**src/rtl/dbp_pkg.sv**
```systemverilog
package dbp_pkg;
  // Register indices; byte address is index times four.
  localparam logic [7:0] DBP_IDX_H_DIR  = 8'h10;
  localparam logic [7:0] DBP_IDX_H_DATA = 8'h11;
  localparam logic [7:0] DBP_IDX_J_DIR  = 8'h12;
  localparam logic [7:0] DBP_IDX_J_DATA = 8'h13;
  localparam logic [7:0] DBP_IDX_ACFG   = 8'h15;
  localparam logic [7:0] DBP_IDX_RMW    = 8'h16;
  localparam logic [7:0] DBP_IDX_RESET  = 8'h17;

  localparam int unsigned DBP_ADDR_LSB = 2;
  localparam int unsigned DBP_IDX_W    = 8;

  localparam logic [7:0] DBP_DIR_RST      = 8'hff;
  localparam logic [7:0] DBP_ACFG_RST     = 8'h00;
  localparam logic [7:0] DBP_ACFG_MASK    = 8'hef;
  localparam logic [3:0] DBP_H_UPPER_RST  = 4'h0;
  localparam logic [7:0] DBP_J_COLD_RST   = 8'h00;
  localparam logic [3:0] DBP_H_LOWER_COLD = 4'h0;

  // Analog pin config field: values below this code keep port H upper pins analog.
  localparam logic [3:0] DBP_PCFG_DIGITAL = 4'he;
  localparam int unsigned DBP_PCFG_LSB    = 0;

  // Read-modify-write operation codes, data byte bits 9:8 and bit index 12:10.
  localparam int unsigned DBP_RMW_OP_LSB  = 8;
  localparam int unsigned DBP_RMW_BIT_LSB = 10;
  localparam int unsigned DBP_RMW_PORT_B  = 13;

  typedef enum logic [1:0] {
    DBP_OP_CLR = 2'b00,
    DBP_OP_SET = 2'b01,
    DBP_OP_TGL = 2'b10,
    DBP_OP_AND = 2'b11
  } dbp_op_t;

  // Reset cause codes written to the reset register.
  localparam logic [1:0] DBP_RST_COLD = 2'b01;
  localparam logic [1:0] DBP_RST_WARM = 2'b10;

  typedef enum logic [1:0] {
    DBP_ST_IDLE = 2'b00,
    DBP_ST_ACK  = 2'b01
  } dbp_state_t;
endpackage

```
**src/rtl/dbp_port_if.sv**
```systemverilog
`timescale 1ns/1ps
interface dbp_port_if;
  logic [7:0] wr_data;
  logic       wr_dir;
  logic       wr_lat;
  logic       cold;
  logic       warm;
  logic [7:0] keep_rst;
  logic [7:0] lat_rst;
  logic [7:0] dir;
  logic [7:0] lat;
  modport ctl (output wr_data, wr_dir, wr_lat, cold, warm, keep_rst, lat_rst,
               input dir, lat);
  modport port (input wr_data, wr_dir, wr_lat, cold, warm, keep_rst, lat_rst,
                output dir, lat);
endinterface

```
**src/rtl/dbp_port.sv**
```systemverilog
`timescale 1ns/1ps
module dbp_port
  import dbp_pkg::*;
(
  input  wire logic clk_i,
  input  wire logic rst_i,
  dbp_port_if.port  p
);
  logic [7:0] dir_reg;
  logic [7:0] lat_reg;

  assign p.dir = dir_reg;
  assign p.lat = lat_reg;

  always_ff @(posedge clk_i) begin
    if (rst_i || p.cold || p.warm) begin
      dir_reg <= DBP_DIR_RST;
    end else if (p.wr_dir) begin
      dir_reg <= p.wr_data;
    end
  end

  // Reset keeps bits flagged in keep_rst on a warm reset; every cold reset loads lat_rst.
  always_ff @(posedge clk_i) begin
    if (rst_i || p.cold) begin
      lat_reg <= p.lat_rst;
    end else if (p.warm) begin
      lat_reg <= (lat_reg & p.keep_rst) | (p.lat_rst & ~p.keep_rst);
    end else if (p.wr_lat) begin
      lat_reg <= p.wr_data;
    end
  end
endmodule

```
**src/rtl/dbp_top.sv**
```systemverilog
// Decided for this implementation: register access over Wishbone.
`timescale 1ns/1ps
// Functional notes
// - Two 8-bit ports; direction bit one means input, zero means output.
// - Data reads return pin levels; data writes update only the output latch.
// - Read-modify-write samples all pins, applies the bit op, writes whole latch.
// - Writes land at cycle end; reads sample pins at cycle start.
// - Both direction registers reset to all ones on every reset kind.
// - Port H upper latch resets to zero; lower bits kept on warm reset.
// - Port J latch cleared to zero on cold reset, kept on warm reset.
// - Direction/data of H then J decode at indices 10h to 13h.
// - Port H upper pins are analog after reset until config reprogrammed.
module dbp_top
  import dbp_pkg::*;
(
  // Clock and reset
  input  wire logic        clk_i,
  input  wire logic        rst_i,
  // Wishbone slave
  input  wire logic        cyc_i,
  input  wire logic        stb_i,
  input  wire logic        we_i,
  input  wire logic [11:0] adr_i,
  input  wire logic [3:0]  sel_i,
  input  wire logic [31:0] dat_i,
  output logic      [31:0] dat_o,
  output logic             ack_o,
  // Port H pins
  input  wire logic [7:0]  port_h_pin_i,
  output logic      [7:0]  port_h_pin_o,
  output logic      [7:0]  port_h_pin_oe_o,
  output logic      [3:0]  port_h_analog_o,
  // Port J pins
  input  wire logic [7:0]  port_j_pin_i,
  output logic      [7:0]  port_j_pin_o,
  output logic      [7:0]  port_j_pin_oe_o
);
  dbp_port_if h_if ();
  dbp_port_if j_if ();

  dbp_state_t state_reg;
  dbp_state_t state_next;
  logic [7:0] acfg_reg;
  logic [7:0] h_samp_reg;
  logic [7:0] j_samp_reg;
  logic [31:0] dat_reg;
  logic [31:0] dat_next;
  logic        cold_reg;
  logic        warm_reg;
  logic [7:0]  h_pin_o_reg;
  logic [7:0]  h_oe_reg;
  logic [3:0]  h_ana_reg;
  logic [7:0]  j_pin_o_reg;
  logic [7:0]  j_oe_reg;

  // Decode.
  wire [DBP_IDX_W-1:0] idx      = adr_i[DBP_ADDR_LSB +: DBP_IDX_W];
  wire                 req      = cyc_i && stb_i && (state_reg == DBP_ST_IDLE);
  wire                 wr_ok    = req && we_i && sel_i[0];
  wire                 hit_hdir = (idx == DBP_IDX_H_DIR);
  wire                 hit_hdat = (idx == DBP_IDX_H_DATA);
  wire                 hit_jdir = (idx == DBP_IDX_J_DIR);
  wire                 hit_jdat = (idx == DBP_IDX_J_DATA);
  wire                 hit_acfg = (idx == DBP_IDX_ACFG);
  wire                 hit_rmw  = (idx == DBP_IDX_RMW);
  wire                 hit_rst  = (idx == DBP_IDX_RESET);

  // Read-modify-write request fields.
  wire          rmw_on_j = dat_i[DBP_RMW_PORT_B];
  wire [2:0]    rmw_bit  = dat_i[DBP_RMW_BIT_LSB +: 3];
  wire dbp_op_t rmw_op   = dbp_op_t'(dat_i[DBP_RMW_OP_LSB +: 2]);
  wire [7:0]    rmw_src  = rmw_on_j ? j_samp_reg : h_samp_reg;
  wire [7:0]    rmw_mask = 8'h01 << rmw_bit;
  logic [7:0]   rmw_res;

  always_comb begin
    case (rmw_op)
      DBP_OP_CLR: rmw_res = rmw_src & ~rmw_mask;
      DBP_OP_SET: rmw_res = rmw_src | rmw_mask;
      DBP_OP_TGL: rmw_res = rmw_src ^ rmw_mask;
      DBP_OP_AND: rmw_res = rmw_src & dat_i[7:0];
      default:    rmw_res = rmw_src;
    endcase
  end

  wire rmw_go = wr_ok && hit_rmw && sel_i[1];

  // Port write strobes; data and direction writes land at the acknowledge edge, reset pulses one edge after it.
  assign h_if.wr_data = rmw_go ? rmw_res : dat_i[7:0];
  assign j_if.wr_data = rmw_go ? rmw_res : dat_i[7:0];
  assign h_if.wr_dir  = wr_ok && hit_hdir;
  assign j_if.wr_dir  = wr_ok && hit_jdir;
  assign h_if.wr_lat  = (wr_ok && hit_hdat) || (rmw_go && !rmw_on_j);
  assign j_if.wr_lat  = (wr_ok && hit_jdat) || (rmw_go && rmw_on_j);
  assign h_if.cold    = cold_reg;
  assign j_if.cold    = cold_reg;
  assign h_if.warm    = warm_reg;
  assign j_if.warm    = warm_reg;
  assign h_if.keep_rst = 8'h0f;
  assign h_if.lat_rst  = {DBP_H_UPPER_RST, DBP_H_LOWER_COLD};
  assign j_if.keep_rst = 8'hff;
  assign j_if.lat_rst  = DBP_J_COLD_RST;

  dbp_port u_port_h (
    .clk_i (clk_i),
    .rst_i (rst_i),
    .p     (h_if.port)
  );

  dbp_port u_port_j (
    .clk_i (clk_i),
    .rst_i (rst_i),
    .p     (j_if.port)
  );

  // Read data mux; port data reads return sampled pins.
  always_comb begin
    dat_next = 32'h0000_0000;
    if (hit_hdir) begin
      dat_next[7:0] = h_if.dir;
    end else if (hit_hdat) begin
      dat_next[7:0] = h_samp_reg;
    end else if (hit_jdir) begin
      dat_next[7:0] = j_if.dir;
    end else if (hit_jdat) begin
      dat_next[7:0] = j_samp_reg;
    end else if (hit_acfg) begin
      dat_next[7:0] = acfg_reg;
    end else begin
      dat_next = 32'h0000_0000;
    end
  end

  always_comb begin
    case (state_reg)
      DBP_ST_IDLE: state_next = req ? DBP_ST_ACK : DBP_ST_IDLE;
      DBP_ST_ACK:  state_next = DBP_ST_IDLE;
      default:     state_next = DBP_ST_IDLE;
    endcase
  end

  always_ff @(posedge clk_i) begin
    if (rst_i) begin
      state_reg <= DBP_ST_IDLE;
      ack_o     <= 1'b0;
      dat_reg   <= 32'h0000_0000;
    end else begin
      state_reg <= state_next;
      ack_o     <= req;
      dat_reg   <= req ? dat_next : 32'h0000_0000;
    end
  end

  assign dat_o = dat_reg;

  // Pins are sampled every cycle; a read sees the level captured before the access,
  // so a read right after a write to the same port can still show the old level.
  always_ff @(posedge clk_i) begin
    h_samp_reg <= port_h_pin_i;
    j_samp_reg <= port_j_pin_i;
  end

  // Analog configuration, written byte-wide; bit 4 stays unimplemented.
  always_ff @(posedge clk_i) begin
    if (rst_i || cold_reg || warm_reg) begin
      acfg_reg <= DBP_ACFG_RST;
    end else if (wr_ok && hit_acfg) begin
      acfg_reg <= dat_i[7:0] & DBP_ACFG_MASK;
    end
  end

  // Software-issued reset pulses model cold and warm resets for the ports.
  always_ff @(posedge clk_i) begin
    if (rst_i) begin
      cold_reg <= 1'b0;
      warm_reg <= 1'b0;
    end else begin
      cold_reg <= wr_ok && hit_rst && (dat_i[1:0] == DBP_RST_COLD);
      warm_reg <= wr_ok && hit_rst && (dat_i[1:0] == DBP_RST_WARM);
    end
  end

  wire h_upper_analog = acfg_reg[DBP_PCFG_LSB +: 4] < DBP_PCFG_DIGITAL;

  // Pin drivers; upper H pins never drive while analog.
  always_ff @(posedge clk_i) begin
    if (rst_i) begin
      h_pin_o_reg <= 8'h00;
      h_oe_reg    <= 8'h00;
      h_ana_reg   <= 4'hf;
      j_pin_o_reg <= 8'h00;
      j_oe_reg    <= 8'h00;
    end else begin
      h_pin_o_reg <= h_if.lat;
      h_oe_reg    <= ~h_if.dir & {{4{~h_upper_analog}}, 4'hf};
      h_ana_reg   <= {4{h_upper_analog}};
      j_pin_o_reg <= j_if.lat;
      j_oe_reg    <= ~j_if.dir;
    end
  end

  assign port_h_pin_o    = h_pin_o_reg;
  assign port_h_pin_oe_o = h_oe_reg;
  assign port_h_analog_o = h_ana_reg;
  assign port_j_pin_o    = j_pin_o_reg;
  assign port_j_pin_oe_o = j_oe_reg;
endmodule

```
**config.mk**
```make
export PLATFORM = sky130hd
export DESIGN_NAME = dbp_top
export DESIGN_NICKNAME = d
export VERILOG_FILES = /design/src/rtl/dbp_pkg.sv /design/src/rtl/dbp_port_if.sv /design/src/rtl/dbp_port.sv /design/src/rtl/dbp_top.sv
export SDC_FILE = /design/constraint.sdc
export NUM_CORES = 1
export LEC_CHECK = 0
export CORE_ASPECT_RATIO = 0.7
export CORE_MARGIN = 2
export CORE_UTILIZATION = 35
export CTS_BUF_LIST = sky130_fd_sc_hd__clkbuf_8
export DETAILED_ROUTE_END_ITERATION = 8
export DONT_BUFFER_PORTS = 1
export PLACE_DENSITY_LB_ADDON = 0.25
export SLEW_MARGIN = 20
export SYNTH_ARGS = -nofsm -noshare
export SYNTH_HDL_FRONTEND = slang
export SYNTH_SLANG_ARGS = --single-unit
export TNS_END_PERCENT = 100
```
**constraint.sdc**
```tcl
create_clock -name clk_i -period 4 [get_ports clk_i]
set_input_delay 0.2 -clock clk_i [delete_from_list [all_inputs] [get_ports clk_i]]
set_output_delay 0.2 -clock clk_i [all_outputs]
set_load 0.005 [all_outputs]
```
==> run metrics, run 1 <==
TritonCTS clock tree done; input/output buffers 0; Final min period between 2 and 2.5 ns; setup TNS 0 ns; Post-Syn Instances approximately 420; pwr/cell area 410 nW/um^2; outcome completed; Leakage Power 1.87 nW; maximum VDD drop 0.148 mV; clk buf depth 2; Clock Skew 0.0121 ns; Final HPWL DP 7250 um; postcts setup bufs 0; post-route ant nets 0; R2R setup slack 1.77 ns; Root Buffer clkbuf_8; register area share after synthesis 0.503; overall via count from detail_route 2876; H-tree Lvls 3; Die Span Y ~93 um; synthesis-to-finish area growth 11.2%; flops & latches, synth 100; pin count of the biggest net entering global routing 30; Initial Util 0.360; Die Area approximately 12000 um^2; async set-reset flop share out of synthesis 0; Final Max Tran Viols 0; first-pass GRT wire length 15200 um; relative slew slack 0.331; Vias/cell 4.91; ratio of cells with drive above 1 in the final layout 0.0508; WP buf/inv 0; routed len/inst around 17 um; total track usage 0.166; initial antenna violation count 0; endpoints failing setup 0; CTS Sinks 100; cts bufs inserted 9; unrepaired setup endpoints after global routing false; Primary FF master, synth dfxtp_1; Max Cap Viol 0; Clk Latency, worst-skew pair roughly 0.37 ns; grt ovf 0; Yosys warnings 0; RD Place Congestion 0.814; Layout Nets 508; total power 0.00181 W; hold crit path type in2reg; 1st-iter DRT viols 193; CP Cell Sequence mux2i_1 -> ha_1 -> a221oi_1 -> a21oi_1 -> o22ai_1 -> o21ai_0; Die Width 131 um; Critical Path AT 2.46 ns; FMAX ~450 MHz; Ant. Diodes 0; critical path launch point type flop; # rows 32; Final Hold Fails 0; num ports 138; syn avg cell area 9.54 um^2; most frequent cells in the layout dfxtp_1 (100), nor2_1 (37), a21oi_1 (37), dlygate4sd3_1 (26), conb_1 (24); Setup CP Type reg2reg; # DRC 0; biggest cell delay along the critical path 0.54 ns; CP max stage cell o22ai_1; vias in the first global route 2773; Post-synth EDFFs 0; clk slew on worst S/H paths 0.09 ns; commonest non-fill, non-tap cell in the layout dfxtp_1; total core area 11100 um^2; final wirelength 9850 um; Final period util 0.556; Cell Area, Synth 3980 um^2; Netlist cell types 39; Worst Max-Slew Pin Slew between 0.9 and 1 ns; Max FO, Critical Path 4; CP delay by family, top compound AO/OA/AOI/OAI gates; WHS about 0.06 ns; CP required roughly 4.2 ns; CP Capture Type flop; DRT Pass-1 Iters 4
-- cells by family after synthesis --
family	synth area share
compound gates	0.191
simple gates	0.131
flops	0.503
buf+inv	0.0941
mux	0.0456
fa+ha+maj	0.0346
other cells	0.000943
-- worst register-to-register path, cell delays in order (launching register included) --
cell and delay [ns]:
dfxtp_1 0.34, mux2i_1 0.35, ha_1 0.31, a221oi_1 0.28
a21oi_1 0.10, o22ai_1 0.54, o21ai_0 0.18
-- final cells by class --
cell class                 instances  area, um^2
clock inverter                     6        68.8
clock buffer                      10         138
inverter                          20        75.1
multi-input combinational        271        1690
tap                              153         191
timing repair buffer              26         260
sequential                       100        2000
fill                            1116        6630
-- per-stage QoR --
stage	setup WS, ns	utilization	instance area, um^2	std cells
final	1.77	0.400	4420	586
after global routing	1.49	0.400	4420	586
after CTS	1.77	0.400	4420	586
after detailed placement	1.73	0.358	3960	544
after global placement	1.74	0.358	3960	544
after floorplan	2.30	-	4060	440
-- synthesized netlist by cell type, drive strengths merged (2+ instances only) --
| cell type | instances | area (um^2) |
|---|---|---|
| nand2b | 4 | 25.0 |
| nand3b | 2 | 15.0 |
| buf | 32 | 235 |
| dfxtp | 100 | 2000 |
| a21o | 6 | 45.0 |
| nand2 | 12 | 45.0 |
| a31o | 2 | 17.5 |
| inv | 20 | 75.1 |
| clkbuf | 17 | 63.8 |
| or3 | 3 | 23.8 |
| ha | 11 | 138 |
| nor2b | 20 | 125 |
| nand4 | 3 | 18.8 |
| nand4b | 2 | 17.5 |
| mux2i | 17 | 170 |
| o211a | 6 | 60.1 |
| o21ai | 20 | 100 |
| nor2 | 37 | 139 |
| a21oi | 37 | 185 |
| nor3b | 2 | 15.0 |
| a22oi | 7 | 52.6 |
| a221oi | 9 | 78.8 |
| nor3 | 2 | 10.0 |
| o2bb2ai | 9 | 78.8 |
| o22ai | 19 | 119 |
| nand3 | 10 | 50.1 |
| and2 | 2 | 13.8 |
-- repair_timing --
item	in CTS	in global routing
gates resized for setup	0	0
endpoints found under the hold margin	54	0
hold buffers	26	0
-- routing by layer --
layer  vias up  track usage  routed length (um)
met3         6       0.0629                 854
li1       1431            -                   -
met5         -            0                   0
met4         0       0.0444                  73
met2       105        0.238                4220
met1      1334        0.234                4710
-- final timing paths --
kind,start,end,depth (start not counted)
setup reg to reg,h_samp_reg[3],u_port_h.p.dir[3],6
hold reg to reg,u_port_h.p.dir[1],port_h_pin_oe_o[1],1
setup / recovery,h_samp_reg[3],u_port_h.p.dir[3],6
hold / removal,rst_i,ack_o,1
-- where the power goes --
| group | internal (W) | switching [W] | total [W] |
|---|---|---|---|
| clock | 0.000313 | 0.000352 | 0.000665 |
| sequential | 0.00100 | 0.00000608 | 0.00101 |
| combinational | 0.0000570 | 0.0000786 | 0.000136 |
Power figures use the tool's default switching activity.
==> inputs of run 2 (changes only) <==
Settings changed: ABC_AREA set to 1.
Clock period 4 ns to 2 ns, I/O delays scaled along.
==> run 2 against run 1 <==
Compared with the run above: wire length up 17%; critical path type unchanged; utilization down 0.11 points; sequential power up 100%; combinational power up 120%; non-clock buffer count up 8; maximum frequency up 18%; critical endpoint is now h_if.warm; via count up 28%.
==> run metrics, run 2 <==
flops & latches, synth 100; placed instance area 4450 um^2; dominant cells by area after synthesis dfxtp_1 (45%), nand2_1 (11%), nor2_1 (8.2%); initial antenna violation count 0; Final Max Tran Viols 0; pin count of the biggest net entering global routing 33; Layout Nets slightly below 700; register area share after synthesis 0.454; 1st-iter DRT viols 293; Ant. Diodes 0; Max Cap Viol 0; commonest non-fill, non-tap cell in the layout nand2_1; TritonCTS clock tree done; Vias/cell 4.71; setup TNS 0 ns; pwr/cell area 700 nW/um^2; ratio of cells with drive above 1 in the final layout 0.0922; CP Capture Type flop; Die Area 13500 um^2; Die Width 138 um; Clock Skew 0.00862 ns; post-synth top area share 0.454; storage element area 2000 um^2; outcome completed; cts bufs inserted 9; relative slew slack 0.606; grt ovf 0; leading area contributor after synthesis dfxtp_1; overall via count from detail_route between 3000 and 4000; most frequent cell after synthesis nand2_1; FMAX 528 MHz; Primary FF master, synth dfxtp_1; Post-synth EDFFs 0; CP required between 2 and 2.5 ns; Final HPWL DP 8600 um; most frequent cells in the layout nand2_1 (129), dfxtp_1 (100), nor2_1 (96), inv_1 (59), o21ai_0 (52); Initial Util 0.356; Post-Syn Instances 586; final wirelength 11600 um; input/output buffers 0; total core area 12400 um^2; DRT Pass-1 Iters 7; Clk Latency, worst-skew pair approximately 0.38 ns; clk buf depth 2; Netlist cell types 32; first-pass GRT wire length 18600 um; endpoints failing setup 0; clk slew on worst S/H paths 0.09 ns; critical path launch point type flop; total track usage 0.176; H-tree Lvls 3; syn avg cell area 7.53 um^2; post-route ant nets 0; vias in the first global route roughly 3500; Die Span Y 97.9 um; unrepaired setup endpoints after global routing false; maximum VDD drop between 0.3 and 0.4 mV; # DRC 0; Final Hold Fails 0; multi-input logic area ~2000 um^2; Final min period 1.89 ns; hold crit path type in2reg; post-route insts no fill 780; RD Place Congestion 0.876; Setup CP Type reg2reg; top cells by count, synth nand2_1 (133), dfxtp_1 (100), nor2_1 (96), inv_1 (58), o21ai_0 (53); # rows 34; Worst Max-Slew Pin Slew ~0.59 ns; CTS Sinks 100; Cell Area, Synth 4410 um^2; synthesis-to-finish area growth 12.0%; routed len/inst about 15 um; fin area 4940 um^2; Root Buffer clkbuf_8; Max FO, Critical Path 4; Leakage Power 2.21 nW; number of fill cells 1285; Critical Path AT 2.21 ns; placed cell count 733; Final period util 0.946; num ports 138; Yosys warnings 0; async set-reset flop share out of synthesis 0
run 2: cell count changes after synthesis, moves of 7 or more:
cell / previous run / this run
nand3_1: 10 / 25
a22oi_1: 7 / 0
inv_1: 20 / 58
clkbuf_1: 17 / 8
nor2_1: 37 / 96
mux2i_1: 17 / 0
a21oi_1: 37 / 25
o2bb2ai_1: 9 / 0
o21ai_0: 19 / 53
a221oi_1: 9 / 0
nor2b_1: 20 / 0
o22ai_1: 19 / 0
nand2_1: 12 / 133
run 2: kinds of logic after synthesis:
group                    share of synthesized area
adder cells (fa/ha/maj)                     0.0312
AND/OR/NAND/NOR                              0.296
flip-flops                                   0.454
other                                     0.000850
AO/OA/AOI/OAI                               0.0996
buffers and inverters                        0.118
run 2: report_power, final:
part / leakage [nW] / internal [W] / total [W] / switching, W
logic: 1.31 / 0.000106 / 0.000303 / 0.000197
clock network: 0.0866 / 0.000445 / 0.00114 / 0.000693
registers: 0.812 / 0.00201 / 0.00202 / 0.00000832
run 2: metrics by stage:
step / setup slack [ns] / util / hold WS (ns) / power, W
after detailed placement: 0.120 / 0.360 / 0.128 / 0.00230
after CTS: 0.0746 / 0.397 / 0.0192 / 0.00349
final: 0.107 / 0.399 / 0.0499 / 0.00346
after global placement: 0.115 / 0.360 / 0.128 / 0.00230
after global routing: 0.0260 / 0.399 / 0.0307 / 0.00363
after floorplan: 0.401 / - / 0.128 / 0.00228
run 2: layout make-up:
| class | count | share of cell area |
|---|---|---|
| clock buffer | 9 | 0.0251 |
| clock inverter | 7 | 0.00861 |
| inverter | 64 | 0.0504 |
| multi-input combinational | 404 | 0.404 |
| sequential | 100 | 0.405 |
| tap | 162 | 0.0410 |
| timing repair buffer | 34 | 0.0659 |
run 2: final timing paths:
path / start / to / slack (ns) / cells past startpoint
worst max register to register: state_reg[0] / h_if.warm / 0.11 / 8
worst max-delay path: state_reg[0] / h_if.warm / 0.11 / 8
worst min-delay path: rst_i / port_h_analog_o[0] / 0.05 / 2
worst min register to register: u_port_h.p.lat[4] / port_h_pin_o[4] / 0.43 / 2
run 2: critical path: stages, from the launching register on:
cell and delay, ns:
dfxtp_1 0.31, inv_1 0.05, nand3_2 0.14, nor2_8 0.16, inv_2 0.11, nor2_1 0.14
nand3_1 0.13, nor4_2 0.20, dlygate4sd3_1 0.60
run 2: what timing repair did:
item	CTS	global route
buffers inserted	0	1
gates resized for setup	0	7
hold buffers	30	0
endpoints found under the setup margin	0	16
hold endpoints to repair	56	0
run 2: per-layer routing:
metal,part of all wire,GRT usage
met1,0.48,0.252
met2,0.42,0.246
met3,0.089,0.0701
met4,0.012,0.0400
met5,0,0
==> inputs of run 3 (changes only) <==
Settings changed: SYNTH_HIERARCHICAL set to 1.
==> run 3 against run 2 <==
Compared with the run above: sequential cell count unchanged; via count increased by 23%; highest routed layer unchanged; clock skew increased by 0.0036 ns; combinational power up 61%; first-iteration DRC count is 6.5% lower; wire length increased by 17%; largest cell class is now multi-input gates; global-route usage rose by 0.41 points; maximum frequency down 0.25%; die area increased by 15%; utilization increased by 3.8 points; non-clock buffer count is 36 higher; clock power up 20%.
==> run metrics, run 3 <==
Netlist cell types 33; overall via count from detail_route 4514; dpl ws -0.155 ns; Final min period 1.90 ns; commonest non-fill, non-tap cell in the layout nand2_1; register area share after synthesis 0.425; dominant cells by area after synthesis dfxtp_1 (33%), nand2_1 (13%), edfxtp_1 (9.4%); Post-Syn Instances 703; Max FO, Critical Path 3; input/output buffers 0; Primary FF master, synth dfxtp_1; pin count of the biggest net entering global routing 35; Worst Max-Slew Pin Slew 0.596 ns; flops & latches, synth 100; R2R setup slack 0.10 ns; syn avg cell area 7.24 um^2; Setup WS post-layout 0.102 ns; Critical Path AT 2.04 ns; ratio of cells with drive above 1 in the final layout 0.162; relative slew slack 0.599; Max Cap Viol 0; Final period util 0.949; CP Capture Type flop; clk buf depth 2; Die Area 15500 um^2; most frequent cells in the layout nand2_1 (163), nor2_1 (105), inv_1 (84), dfxtp_1 (75), nand3_1 (61); endpoints failing setup 0; maximum VDD drop 0.291 mV; async set-reset flop share out of synthesis 0; initial antenna violation count 1; Layout Nets 869; min-delay src rst_i; Root Buffer clkbuf_8; Die Span Y 105 um; most frequent cell after synthesis nand2_1; total core area around 14000 um^2; cts bufs inserted 9; Initial Util 0.362; # DRC 0; multi-input logic area 2530 um^2; top cells by count, synth nand2_1 (173), nor2_1 (108), inv_1 (87), dfxtp_1 (84), nand3_1 (62); storage element area 2170 um^2; pwr/cell area 651 nW/um^2; Critical R2R Launch h_samp_reg[4]; Final HPWL DP a little over 10000 um; RD Place Congestion roughly 0.84; Leakage Power 3.02 nW; Final Hold Fails 0; Vias/cell ~4.6; Hold Crit Depth 4; number of fill cells around 1500; vias in the first global route about 4200; H-tree Lvls 3; FMAX 527 MHz; DRT Pass-1 Iters 5; final wirelength 13500 um; Setup CP Type reg2reg; CP required 2.14 ns; num ports 138; Post-synth EDFFs 16; Clk Latency, worst-skew pair 0.37 ns; synthesis-to-finish area growth 20.7%; hold crit path type in2reg; 1st-iter DRT viols 274; routed len/inst 13.7 um; total track usage 0.180; unrepaired setup endpoints after global routing true; TritonCTS clock tree done; outcome completed; R2R depth 15; Cell Area, Synth just over 5000 um^2; Yosys warnings 6; Final Util 0.437; leading area contributor after synthesis dfxtp_1; setup TNS 0 ns; critical path launch point type flop; clk slew on worst S/H paths 0.10 ns; post-synth top area share 0.330; CTS Sinks 100; post-route ant nets 0; Clock Skew 0.0122 ns; Final Max Tran Viols 0; Die Width 148 um; grt ovf 0; # rows 36; first-pass GRT wire length 21800 um; WHS 0.0869 ns; total power 0.00400 W
run 3: cell types whose count changed after synthesis, moves of 7 or more:
cell      change
inv_1        +29
nand2_1      +40
nand2_2       +7
nand3_1      +37
nor2_1       +12
o21ai_1       +9
buf_6        +10
edfxtp_1     +16
dfxtp_1      -16
o21ai_0      -35
run 3: power breakdown:
part	switching [W]	total, W	internal (W)
Clock	0.000735	0.00137	0.000637
Combinational	0.000288	0.000488	0.000200
Sequential	0.0000290	0.00214	0.00211
Total	0.00105	0.00400	0.00295
run 3: worst max-delay path, cell delays in order (launching register included):
cell and delay [ns]:
dfxtp_2 0.34, inv_1 0.05, o21ai_2 0.14, buf_4 0.14, inv_1 0.04, ha_1 0.26, nand2_1 0.07, o21ai_1 0.06
nand2_1 0.06, nand2_1 0.08, nand2_2 0.08, nand2_4 0.09, nor2_2 0.09, nand2_1 0.05, nand2_1 0.08, nor2_1 0.04
run 3: timing repair:
action	CTS	global route
setup endpoints to repair	17	38
gates resized for setup	11	46
endpoints found under the hold margin	71	0
hold buffers	30	0
pin swaps	0	34
setup buffers	0	4
run 3: final cells by class:
cell class	count	area share
multi-input combinational	512	0.412
sequential	100	0.354
timing repair buffer	70	0.101
inverter	96	0.0590
tap	190	0.0387
clock buffer	10	0.0224
clock inverter	6	0.0124
antenna	2	0.000814
run 3: worst max path at each step:
stage                              from   end  cells after the start
after floorplan               dat_i[13]  flop                     15
final                     h_samp_reg[4]  flop                     15
after global placement    h_samp_reg[1]  flop                     15
after global routing      h_samp_reg[5]  flop                     15
after detailed placement  h_samp_reg[0]  flop                     15
after CTS                 h_samp_reg[5]  flop                     15
run 3: logic make-up after synthesis:
group                    Yosys count  share of synthesized area
other                              2                    0.00148
AND/OR/NAND/NOR                  383                      0.335
flip-flops                       100                      0.425
buffers and inverters            145                      0.145
AO/OA/AOI/OAI                     62                     0.0664
adder cells (fa/ha/maj)           11                     0.0270
run 3: routing by layer:
layer | part of all wire | track usage | up-vias | wire length (um)
met3 | 0.094 | 0.0581 | 13 | 1270
met1 | 0.47 | 0.254 | 2073 | 6300
met4 | 0.0097 | 0.0361 | 0 | 131
met5 | 0 | 0 | - | 0
li1 | - | - | 2289 | -
met2 | 0.43 | 0.269 | 139 | 5820
run 3: through the flow:
step	cells	cell area, um^2
floorplan	757	5290
global placement	937	5450
detailed placement	937	5450
CTS	983	5990
global route	985	6140
finish	986	6150
